### src/phy_diag_pkg.sv
// Constants, field layout and types of the per-port cable test,
// link state, symbol error count and link event register group.
// Assumes 16-bit registers addressed by the low 12 address bits.
package phy_diag_pkg;

  // Register offsets within one port's window
  localparam logic [11:0] OFS_DIAG      = 12'h124;
  localparam logic [11:0] OFS_LINK      = 12'h126;
  localparam logic [11:0] OFS_SYMERR    = 12'h12A;
  localparam logic [11:0] OFS_IRQ       = 12'h136;
  localparam logic [11:0] OFS_PHYCTL    = 12'h13E;

  // Field positions
  localparam int DIAG_START_BIT = 15;
  localparam int DIAG_RSV_HI    = 14;
  localparam int DIAG_PAIR_LSB  = 12;
  localparam int DIAG_RSV_LSB   = 10;
  localparam int DIAG_STAT_LSB  = 8;
  localparam int DIAG_DIST_LSB  = 0;
  localparam int LINK_GIG_BIT   = 1;
  localparam int LINK_FAST_BIT  = 0;
  localparam int IRQ_EN_LSB     = 8;
  localparam int JABBER_EN_BIT  = 9;
  localparam int NUM_EVT        = 8;

  // Event bit order, shared by enable and status bytes
  localparam int EVT_JABBER     = 7;
  localparam int EVT_RX_ERR     = 6;
  localparam int EVT_PAGE_RX    = 5;
  localparam int EVT_PAR_DET    = 4;
  localparam int EVT_PART_ACK   = 3;
  localparam int EVT_LINK_DOWN  = 2;
  localparam int EVT_REM_FAULT  = 1;
  localparam int EVT_LINK_UP    = 0;

  // Reset values
  localparam logic [1:0]  DIAG_RSV_LO_RST = 2'h0;
  localparam logic        DIAG_RSV_HI_RST = 1'h0;
  localparam logic [7:0]  IRQ_EN_RST      = 8'h00;
  localparam logic [7:0]  DIST_RST        = 8'h00;
  localparam logic        JABBER_EN_RST   = 1'h1;
  localparam logic [15:0] CNT_RST         = 16'h0000;
  localparam logic [15:0] CNT_MAX         = 16'hFFFF;
  localparam logic [15:0] RD_ZERO         = 16'h0000;

  typedef enum logic [1:0] {PAIR_A, PAIR_B, PAIR_C, PAIR_D} diag_pair_t;
  typedef enum logic [1:0] {DIAG_NORMAL, DIAG_OPEN, DIAG_SHORT, DIAG_FAILED} diag_outcome_t;
  typedef enum logic {DIAG_IDLE, DIAG_RUN} diag_state_t;

endpackage

### src/phy_diag_ifs.sv
// Interfaces joining the register front end to the test sequencer
// and to the sticky event flag bank. Single clock domain.
`timescale 1ns/100ps
interface diag_if;
  logic                       startReq;
  logic                       stopReq;
  phy_diag_pkg::diag_pair_t   pairSel;
  logic                       busy;
  phy_diag_pkg::diag_outcome_t outcome;
  logic [7:0]                 distance;
  modport ctrl (output startReq, output stopReq, output pairSel,
                input busy, input outcome, input distance);
  modport seq  (input startReq, input stopReq, input pairSel,
                output busy, output outcome, output distance);
endinterface

interface flag_if #(parameter int W = 8);
  logic [W-1:0] setVec;
  logic         clrAll;
  logic [W-1:0] flags;
  modport owner (output setVec, output clrAll, input flags);
  modport bank  (input setVec, input clrAll, output flags);
endinterface

### src/event_flag_bank.sv
// Sticky event flags: set by hardware pulses, cleared all at once.
// Assumes set and clear pulses are synchronous to core_clk.
`timescale 1ns/100ps
module event_flag_bank #(
  parameter int W = 8
) (
  input  wire logic core_clk,
  input  wire logic srst,
  flag_if.bank      fb
);
  logic [W-1:0] flags_r;
  logic [W-1:0] flags_nxt;

  // Set beats clear so an event landing on the clearing read survives
  always_comb begin
    flags_nxt = (flags_r & ~{W{fb.clrAll}}) | fb.setVec;
  end

  always_ff @(posedge core_clk) begin
    if (srst) begin
      flags_r <= '0;
    end else begin
      flags_r <= flags_nxt;
    end
  end

  assign fb.flags = flags_r;
endmodule

### src/cable_diag_seq.sv
// Cable test sequencer: starts, aborts and collects one pair test.
// Assumes the analog tester holds its outcome valid with testDone.
`timescale 1ns/100ps
module cable_diag_seq (
  input  wire logic                        core_clk,
  input  wire logic                        srst,
  diag_if.seq                              dif,
  output logic                             testRun,
  output phy_diag_pkg::diag_pair_t         testPair,
  input  wire logic                        testDone,
  input  wire phy_diag_pkg::diag_outcome_t testOutcome,
  input  wire logic [7:0]                  testDistance
);
  phy_diag_pkg::diag_state_t   state_r, state_nxt;
  phy_diag_pkg::diag_pair_t    pair_r, pair_nxt;
  phy_diag_pkg::diag_outcome_t outcome_r, outcome_nxt;
  logic [7:0]                  dist_r, dist_nxt;

  always_comb begin
    state_nxt   = state_r;
    pair_nxt    = pair_r;
    outcome_nxt = outcome_r;
    dist_nxt    = dist_r;
    case (state_r)
      phy_diag_pkg::DIAG_IDLE: begin
        if (dif.startReq) begin
          state_nxt = phy_diag_pkg::DIAG_RUN;
          pair_nxt  = dif.pairSel;
        end
      end
      phy_diag_pkg::DIAG_RUN: begin
        // Abort keeps the previous result; it wins over a same-cycle finish
        if (dif.stopReq) begin
          state_nxt = phy_diag_pkg::DIAG_IDLE;
        end else if (testDone) begin
          state_nxt   = phy_diag_pkg::DIAG_IDLE;
          outcome_nxt = testOutcome;
          dist_nxt    = testDistance;
        end
      end
      default: state_nxt = phy_diag_pkg::DIAG_IDLE;
    endcase
  end

  always_ff @(posedge core_clk) begin
    if (srst) begin
      state_r   <= phy_diag_pkg::DIAG_IDLE;
      pair_r    <= phy_diag_pkg::PAIR_A;
      outcome_r <= phy_diag_pkg::DIAG_NORMAL;
      dist_r    <= phy_diag_pkg::DIST_RST;
    end else begin
      state_r   <= state_nxt;
      pair_r    <= pair_nxt;
      outcome_r <= outcome_nxt;
      dist_r    <= dist_nxt;
    end
  end

  assign dif.busy     = (state_r == phy_diag_pkg::DIAG_RUN);
  assign dif.outcome  = outcome_r;
  assign dif.distance = dist_r;
  assign testRun      = dif.busy;
  assign testPair     = pair_r;

  property p_result_capture;
    @(posedge core_clk) disable iff (srst)
      (dif.busy && testDone && !dif.stopReq)
        |=> (dif.outcome == $past(testOutcome)) && (dif.distance == $past(testDistance))
            && !dif.busy;
  endproperty
  a_result_capture: assert property (p_result_capture) else $error("result not captured");
endmodule

### src/phy_cable_diag_link_intr_regs.sv
// Per-port register group: cable test control and result, link state,
// symbol error frame count, link event enables and sticky flags.
// Assumes a synchronous 16-bit register port with one-cycle strobes.
`timescale 1ns/100ps
module phy_cable_diag_link_intr_regs (
  input  wire logic                        core_clk,
  input  wire logic                        srst,
  input  wire logic [11:0]                 regAddr,
  input  wire logic                        regWrEn,
  input  wire logic                        regRdEn,
  input  wire logic [15:0]                 regWrData,
  output logic      [15:0]                 regRdData,
  output logic                             regRdValid,
  input  wire logic                        gigLinkUp,
  input  wire logic                        fastLinkUp,
  input  wire logic                        jabberEvt,
  input  wire logic                        rxErrorEvt,
  input  wire logic                        pageRxEvt,
  input  wire logic                        parDetFaultEvt,
  input  wire logic                        partnerAckEvt,
  input  wire logic                        remoteFaultEvt,
  input  wire logic                        rxFrameEnd,
  input  wire logic                        rxFrameSymErr,
  output logic                             testRun,
  output phy_diag_pkg::diag_pair_t         testPair,
  input  wire logic                        testDone,
  input  wire phy_diag_pkg::diag_outcome_t testOutcome,
  input  wire logic [7:0]                  testDistance,
  output logic                             jabberCountEn,
  output logic                             portIrq
);
  diag_if                                dif ();
  flag_if #(.W(phy_diag_pkg::NUM_EVT))   fif ();

  cable_diag_seq u_seq (
    .core_clk     (core_clk),
    .srst         (srst),
    .dif          (dif.seq),
    .testRun      (testRun),
    .testPair     (testPair),
    .testDone     (testDone),
    .testOutcome  (testOutcome),
    .testDistance (testDistance)
  );

  event_flag_bank #(.W(phy_diag_pkg::NUM_EVT)) u_flags (
    .core_clk (core_clk),
    .srst     (srst),
    .fb       (fif.bank)
  );

  // Address decode
  logic hitDiag;
  logic hitLink;
  logic hitCnt;
  logic hitIrq;
  logic hitCtl;

  assign hitDiag = (regAddr == phy_diag_pkg::OFS_DIAG);
  assign hitLink = (regAddr == phy_diag_pkg::OFS_LINK);
  assign hitCnt  = (regAddr == phy_diag_pkg::OFS_SYMERR);
  assign hitIrq  = (regAddr == phy_diag_pkg::OFS_IRQ);
  assign hitCtl  = (regAddr == phy_diag_pkg::OFS_PHYCTL);

  logic diagWr;
  logic startBit;
  assign diagWr   = regWrEn && hitDiag;
  assign startBit = regWrData[phy_diag_pkg::DIAG_START_BIT];

  // A second start while running is ignored; abort only matters while busy
  assign dif.startReq = diagWr && startBit && !dif.busy;
  assign dif.stopReq  = diagWr && !startBit && dif.busy;
  assign dif.pairSel  = phy_diag_pkg::diag_pair_t'(regWrData[phy_diag_pkg::DIAG_PAIR_LSB +: 2]);

  // Writable control state
  phy_diag_pkg::diag_pair_t pair_r, pair_nxt;
  logic       rsvHi_r, rsvHi_nxt;
  logic [1:0] rsvLo_r, rsvLo_nxt;
  logic [7:0] irqEn_r, irqEn_nxt;
  logic       jabberEn_r, jabberEn_nxt;

  always_comb begin
    pair_nxt     = pair_r;
    rsvHi_nxt    = rsvHi_r;
    rsvLo_nxt    = rsvLo_r;
    irqEn_nxt    = irqEn_r;
    jabberEn_nxt = jabberEn_r;
    if (diagWr) begin
      pair_nxt  = dif.pairSel;
      rsvHi_nxt = regWrData[phy_diag_pkg::DIAG_RSV_HI];
      rsvLo_nxt = regWrData[phy_diag_pkg::DIAG_RSV_LSB +: 2];
    end
    if (regWrEn && hitIrq) begin
      irqEn_nxt = regWrData[phy_diag_pkg::IRQ_EN_LSB +: phy_diag_pkg::NUM_EVT];
    end
    if (regWrEn && hitCtl) begin
      jabberEn_nxt = regWrData[phy_diag_pkg::JABBER_EN_BIT];
    end
  end

  always_ff @(posedge core_clk) begin
    if (srst) begin
      pair_r     <= phy_diag_pkg::PAIR_A;
      rsvHi_r    <= phy_diag_pkg::DIAG_RSV_HI_RST;
      rsvLo_r    <= phy_diag_pkg::DIAG_RSV_LO_RST;
      irqEn_r    <= phy_diag_pkg::IRQ_EN_RST;
      jabberEn_r <= phy_diag_pkg::JABBER_EN_RST;
    end else begin
      pair_r     <= pair_nxt;
      rsvHi_r    <= rsvHi_nxt;
      rsvLo_r    <= rsvLo_nxt;
      irqEn_r    <= irqEn_nxt;
      jabberEn_r <= jabberEn_nxt;
    end
  end

  assign jabberCountEn = jabberEn_r;

  // Link transitions drive the link up and link down flags
  logic linkUp;
  logic linkPrev_r, linkPrev_nxt;
  logic linkRise;
  logic linkFall;

  assign linkUp   = gigLinkUp || fastLinkUp;
  assign linkRise = linkUp && !linkPrev_r;
  assign linkFall = !linkUp && linkPrev_r;

  always_comb begin
    linkPrev_nxt = linkUp;
  end

  always_ff @(posedge core_clk) begin
    if (srst) begin
      linkPrev_r <= 1'h0;
    end else begin
      linkPrev_r <= linkPrev_nxt;
    end
  end

  // Event collection into the sticky flags
  logic irqRead;
  assign irqRead = regRdEn && hitIrq;

  always_comb begin
    fif.setVec = '0;
    fif.setVec[phy_diag_pkg::EVT_JABBER]    = jabberEvt && jabberEn_r;
    fif.setVec[phy_diag_pkg::EVT_RX_ERR]    = rxErrorEvt;
    fif.setVec[phy_diag_pkg::EVT_PAGE_RX]   = pageRxEvt;
    fif.setVec[phy_diag_pkg::EVT_PAR_DET]   = parDetFaultEvt;
    fif.setVec[phy_diag_pkg::EVT_PART_ACK]  = partnerAckEvt;
    fif.setVec[phy_diag_pkg::EVT_LINK_DOWN] = linkFall;
    fif.setVec[phy_diag_pkg::EVT_REM_FAULT] = remoteFaultEvt;
    fif.setVec[phy_diag_pkg::EVT_LINK_UP]   = linkRise;
  end

  assign fif.clrAll = irqRead;

  // Level request from registered flags and enables
  assign portIrq = |(fif.flags & irqEn_r);

  // Symbol error frame counter, saturating so wrap never hides errors
  logic        cntInc;
  logic        cntRead;
  logic [15:0] cnt_r, cnt_nxt;

  assign cntInc  = rxFrameEnd && rxFrameSymErr;
  assign cntRead = regRdEn && hitCnt;

  always_comb begin
    cnt_nxt = cnt_r;
    if (cntRead) begin
      cnt_nxt = cntInc ? 16'h0001 : phy_diag_pkg::CNT_RST;
    end else if (cntInc && (cnt_r != phy_diag_pkg::CNT_MAX)) begin
      cnt_nxt = cnt_r + 16'h0001;
    end
  end

  always_ff @(posedge core_clk) begin
    if (srst) begin
      cnt_r <= phy_diag_pkg::CNT_RST;
    end else begin
      cnt_r <= cnt_nxt;
    end
  end

  // Read path, one cycle latency; unmapped offsets read zero
  logic [15:0] rdMux;
  logic [15:0] rdData_r, rdData_nxt;
  logic        rdValid_r, rdValid_nxt;

  always_comb begin
    rdMux = phy_diag_pkg::RD_ZERO;
    if (hitDiag) begin
      rdMux[phy_diag_pkg::DIAG_START_BIT]        = dif.busy;
      rdMux[phy_diag_pkg::DIAG_RSV_HI]           = rsvHi_r;
      rdMux[phy_diag_pkg::DIAG_PAIR_LSB +: 2]    = pair_r;
      rdMux[phy_diag_pkg::DIAG_RSV_LSB +: 2]     = rsvLo_r;
      rdMux[phy_diag_pkg::DIAG_STAT_LSB +: 2]    = dif.outcome;
      rdMux[phy_diag_pkg::DIAG_DIST_LSB +: 8]    = dif.distance;
    end else if (hitLink) begin
      rdMux[phy_diag_pkg::LINK_GIG_BIT]  = gigLinkUp;
      rdMux[phy_diag_pkg::LINK_FAST_BIT] = fastLinkUp;
    end else if (hitCnt) begin
      rdMux = cnt_r;
    end else if (hitIrq) begin
      rdMux = {irqEn_r, fif.flags};
    end else if (hitCtl) begin
      rdMux[phy_diag_pkg::JABBER_EN_BIT] = jabberEn_r;
    end
  end

  always_comb begin
    rdValid_nxt = regRdEn;
    rdData_nxt  = regRdEn ? rdMux : rdData_r;
  end

  always_ff @(posedge core_clk) begin
    if (srst) begin
      rdData_r  <= phy_diag_pkg::RD_ZERO;
      rdValid_r <= 1'h0;
    end else begin
      rdData_r  <= rdData_nxt;
      rdValid_r <= rdValid_nxt;
    end
  end

  assign regRdData  = rdData_r;
  assign regRdValid = rdValid_r;

  property p_start_runs;
    @(posedge core_clk) disable iff (srst)
      (diagWr && startBit && !dif.busy) |=> dif.busy && testRun;
  endproperty
  a_start_runs: assert property (p_start_runs) else $error("test did not start");

  property p_busy_read;
    @(posedge core_clk) disable iff (srst)
      (regRdEn && hitDiag) |=> regRdValid && (regRdData[15] == $past(dif.busy));
  endproperty
  a_busy_read: assert property (p_busy_read) else $error("start bit read wrong");

  property p_abort;
    @(posedge core_clk) disable iff (srst)
      (diagWr && !startBit && dif.busy)
        |=> !dif.busy ##1 (dif.busy == $past(dif.startReq));
  endproperty
  a_abort: assert property (p_abort) else $error("abort ignored");

  property p_pair;
    @(posedge core_clk) disable iff (srst)
      dif.startReq |=> testPair == $past(regWrData[13:12]);
  endproperty
  a_pair: assert property (p_pair) else $error("pair not applied");

  property p_link_read;
    @(posedge core_clk) disable iff (srst)
      (regRdEn && hitLink)
        |=> regRdData == {14'h0000, $past(gigLinkUp), $past(fastLinkUp)};
  endproperty
  a_link_read: assert property (p_link_read) else $error("link status read wrong");

  property p_cnt_clear;
    @(posedge core_clk) disable iff (srst)
      (cntRead && !cntInc) |=> (cnt_r == 16'h0000) && (regRdData == $past(cnt_r));
  endproperty
  a_cnt_clear: assert property (p_cnt_clear) else $error("counter not cleared");

  property p_cnt_inc;
    @(posedge core_clk) disable iff (srst)
      (cntInc && !cntRead && (cnt_r != 16'hFFFF)) |=> cnt_r == $past(cnt_r) + 16'h0001;
  endproperty
  a_cnt_inc: assert property (p_cnt_inc) else $error("counter missed frame");

  property p_en_write;
    @(posedge core_clk) disable iff (srst)
      (regWrEn && hitIrq) |=> irqEn_r == $past(regWrData[15:8]);
  endproperty
  a_en_write: assert property (p_en_write) else $error("enable byte lost");

  property p_flag_clear;
    @(posedge core_clk) disable iff (srst)
      (irqRead && (fif.setVec == 8'h00)) |=> fif.flags == 8'h00;
  endproperty
  a_flag_clear: assert property (p_flag_clear) else $error("flags not cleared");

  property p_link_up;
    @(posedge core_clk) disable iff (srst)
      $rose(linkUp) |-> ##1 fif.flags[0];
  endproperty
  a_link_up: assert property (p_link_up) else $error("link up not flagged");

  property p_jabber_gate;
    @(posedge core_clk) disable iff (srst)
      (!jabberEn_r && !fif.flags[7]) |=> !fif.flags[7];
  endproperty
  a_jabber_gate: assert property (p_jabber_gate) else $error("jabber flagged while off");

  property p_irq_drop;
    @(posedge core_clk) disable iff (srst)
      (irqRead && (fif.setVec == 8'h00) && !(regWrEn && hitIrq)) |=> !portIrq;
  endproperty
  a_irq_drop: assert property (p_irq_drop) else $error("irq stuck after read");
endmodule

### config.mk
export PLATFORM = sky130hd
export DESIGN_NAME = phy_cable_diag_link_intr_regs
export DESIGN_NICKNAME = d
export VERILOG_FILES = /design/src/phy_diag_pkg.sv /design/src/phy_diag_ifs.sv /design/src/event_flag_bank.sv /design/src/cable_diag_seq.sv /design/src/phy_cable_diag_link_intr_regs.sv
export SDC_FILE = /design/constraint.sdc
export NUM_CORES = 1
export LEC_CHECK = 0
export ABC_AREA = 1
export CORE_UTILIZATION = 35
export CTS_CLUSTER_DIAMETER = 80
export DETAILED_ROUTE_END_ITERATION = 10
export DONT_BUFFER_PORTS = 1
export GPL_TIMING_DRIVEN = 0
export SETUP_SLACK_MARGIN = 0.02
export SLEW_MARGIN = 10
export SYNTH_ARGS = -nofsm -noshare
export SYNTH_HDL_FRONTEND = slang
export SYNTH_SLANG_ARGS = --single-unit
### constraint.sdc
create_clock -name core_clk -period 1.4 [get_ports core_clk]
set_input_delay 0.21 -clock core_clk [delete_from_list [all_inputs] [get_ports core_clk]]
set_output_delay 0.21 -clock core_clk [all_outputs]
set_load 0.03 [all_outputs]
==> results.json <==
{
  "area_growth_pct": 25.4,
  "clockRootBuffer": "clkbuf_8",
  "clkPwrFrac_pct": 43.4,
  "seqPwrFrac_pct": 49.3,
  "rr_endpoint": "cnt_r[0]",
  "clock_skew_ns": 0.0133,
  "finalSetupTns_ns": -1.65,
  "clk_latency_ns": 0.37,
  "detail_route.first_pass.iterations": 4,
  "ys_seq_area_share_pct": 40.1,
  "finalHoldViolations": 0,
  "holdWs_ns": 0.0137,
  "p_sw_share_pct": 24.7,
  "rows": 35,
  "clock_sinks": 69,
  "synth_nets": 553,
  "place.port_buffers": 0,
  "drv_cap": 0,
  "cts_tree": "built",
  "htreeDepth": 3,
  "outcome": "finished with violations",
  "layout_min_cycle_time_ns": 1.54,
  "crit_top_cell": "nand2_4",
  "die_y_um": 101,
  "ios": 75,
  "crit_start": "cnt_r[0]",
  "grt_max_degree": 13,
  "yosys_warnings": 0,
  "vias": 3354,
  "grtUsageTotal_pct": 20.5,
  "layout-drive-gt1-share_pct": 21.3,
  "first_iter_violations": 171,
  "netlist_instances": 499,
  "finalSetupViolations": 16,
  "core-area_um2": 9370,
  "max-slew-margin-rel_pct": 53.9,
  "cts_max_path_buffers": 2,
  "antenna_found_initial": 0,
  "grt_pass1_vias": 3066,
  "grt_overflow": 0,
  "finalWirelength_um": 10100,
  "irDropWorstVdd_mv": 0.605,
  "synth_area_um2": 3450,
  "wire_per_inst_um": 14.9,
  "ant_nets": 0,
  "violations": "negative setup slack",
  "tightest_slew_ns": 0.691,
  "cp_data_arrival_time_ns": 1.83,
  "cp_max_fo": 7,
  "max_freq_ghz": 0.649,
  "combPwrFrac_pct": 7.4,
  "gp_congestion": 0.904,
  "cts_buffers": 9,
  "synth.avg_cell_area_um2": 6.91,
  "layout_commonest_cell": "nand2_1",
  "die_area_um2": 10300,
  "crit_slowest_cell": "dfxtp_4",
  "dp_hpwl_um": 7330,
  "critPathCapture": "cnt_r[0]",
  "final_cell_mix": "79 x nand2_1, 72 x nor2_1, 60 x dfxtp_1",
  "endpoint_kind": "register",
  "leakagePower_nw": 1.74,
  "period_share_pct": 110,
  "start_util_pct": 36.8,
  "critPathRequiredTime_ns": 1.69,
  "synth-seq-cells": 69,
  "rsz0062_at_grt": "yes",
  "critPathMaxStageDelay_ns": 0.37,
  "power.switching_w": 0.00105,
  "worstSetupStartpointType": "register",
  "drc": 0,
  "diodes": 0,
  "reg2reg_depth": 12,
  "die_width_um": 101,
  "internal_power_w": 0.00319,
  "drv_slew": 0,
  "r2r_slack_ns": -0.14,
  "powerDensity_nw_per_um2": 980,
  "ys_types": 34,
  "grt_pass1_wl_um": 15500,
  "setup_slack_ns": -0.140,
  "hold_path.class": "in -> reg",
  "rr_startpoint": "cnt_r[0]",
  "finalNetCount": 594,
  "drt-vias-per-instance": 4.98,
  "cp_cell_sequence": "ha_4 -> nand2_4 -> nor2_4 -> nand2_4 -> nor2_4 -> nand3_2 -> nand2_4 -> buf_6 -> nand2_8 -> nor2_2 -> nor2_1 -> nor2_1",
  "utilization_pct": 46.1,
  "clkSlewWorstSetupHoldPaths_ns": 0.07,
  "critical_path_class": "reg -> reg"
}
[through the flow]
stage	setup slack (ns)	total power [W]	cell area, µm²	cells
2_1_floorplan	-0.0535	0.00228	3480	499
4_1_cts	-0.132	0.00427	4260	671
3_5_place_dp	-0.246	0.00235	3640	628
3_3_place_gp	-0.230	0.00235	3640	628
6_report	-0.140	0.00424	4320	674
5_1_grt	-0.239	0.00442	4320	674
[worst max-delay path: cells and delay by family (launching register included)]
kind	cells	cell delay (ns)
buffers and inverters	1	0.13
and+or+nand+nor	10	0.82
adders and majority gates	1	0.15
DFF	1	0.37
[cell families (layout without fill, tap and decap cells)]
logic type / count (synthesis) / after routing / synth area share, %
DFF: 69 / 69 / 40.1
buffers and inverters: 80 / 126 / 10.0
adders and majority gates: 1 / 1 / 0.363
xor gates and xnor gates: 2 / 2 / 0.508
and+or+nand+nor: 232 / 232 / 31.2
AOI/OAI and AO/OA: 115 / 115 / 17.9
[state kept, by name, summed over array words and instances (netlist names)]
signal              cells
u_seq.dif.distance      8
irqEn_r                 8
cnt_r                  16
u_flags.fb.flags        8
u_seq.dif.busy          1
pair_r                  2
rsvHi_r                 1
u_seq.dif.outcome       2
regRdValid              1
jabberCountEn           1
linkPrev_r              1
u_seq.testPair          2
rsvLo_r                 2
regRdData              16
[what timing repair did]
action / CTS / global route
gates cloned: 1 / 0
pin swaps: 12 / 9
hold endpoints to repair: 18 / 1
endpoints found under the setup margin: 17 / 26
hold buffers: 17 / 1
buffers inserted: 9 / 2
resized for setup: 41 / 18
[area by class of cell]
type	instances	area [µm²]
Timing Repair Buffer	30	302
Clock inverter	5	83.8
Sequential cell	69	1400
Inverter	61	236
Fill cell	981	5050
Clock buffer	11	141
Buffer	19	124
Multi-Input combinational cell	350	1880
Tap cell	129	161
[layer usage]
metal  vias to the layer above  global-route usage, %  wire, µm
li1                       1711                      -         -
met1                      1540                   24.9      4480
met2                        81                   33.5      4800
met3                        22                   6.28       583
met4                         0                   8.70       210
met5                         -                      0         0
[power groups by stage]
stage / sequential [W] / combinational, W / clock (W)
finish: 0.00209 / 0.000312 / 0.00184
global route: 0.00209 / 0.000343 / 0.00199
CTS: 0.00209 / 0.000295 / 0.00188
detailed placement: 0.00213 / 0.000218 / 0
global placement: 0.00213 / 0.000214 / 0
floorplan: 0.00212 / 0.000162 / 0
[how the worst min path moves through the flow]
stage,from,to,slack (ns),cells past startpoint
after CTS,testDistance[5],u_seq.dif.distance[5],0.002,2
after floorplan,remoteFaultEvt,u_flags.fb.flags[1],0.33,2
final,testDone,u_seq.dif.busy,0.01,3
after global routing,testOutcome[1],u_seq.dif.outcome[1],0.002,2
after global placement,parDetFaultEvt,u_flags.fb.flags[4],0.33,2
after detailed placement,parDetFaultEvt,u_flags.fb.flags[4],0.34,2
[cell usage after synthesis]
master     n  share of area (%)
a21oi_1   55                8.0
ha_1       1               0.36
nand3_2    5                1.5
clkbuf_1   8               0.87
inv_2      5               0.54
nand4_1    4               0.73
nor3_2     5                1.5
a21oi_2    1               0.25
o21ai_0   26                3.8
buf_4      3               0.65
o22ai_1    2               0.36
nor2_1    78                8.5
dfxtp_1   69                 40
nand3b_1   2               0.44
nand3_1   28                4.1
nor3b_1    1               0.22
clkbuf_2   1               0.14
o21ai_1   22                3.2
nand2_2    6                1.1
clkinv_1   1               0.11
a221oi_1   2               0.51
buf_2      2               0.29
o211ai_1   1               0.22
nand2_4    1               0.33
buf_1      1               0.11
xor2_1     2               0.51
nor2_4     6                2.0
inv_1     55                6.0
nand2_1   85                9.3
a211oi_1   4               0.87
nor2_2     3               0.54
nor3_1     8                1.2
buf_6      4                1.3
a211oi_2   2               0.73
Power figures use the tool's default switching activity.
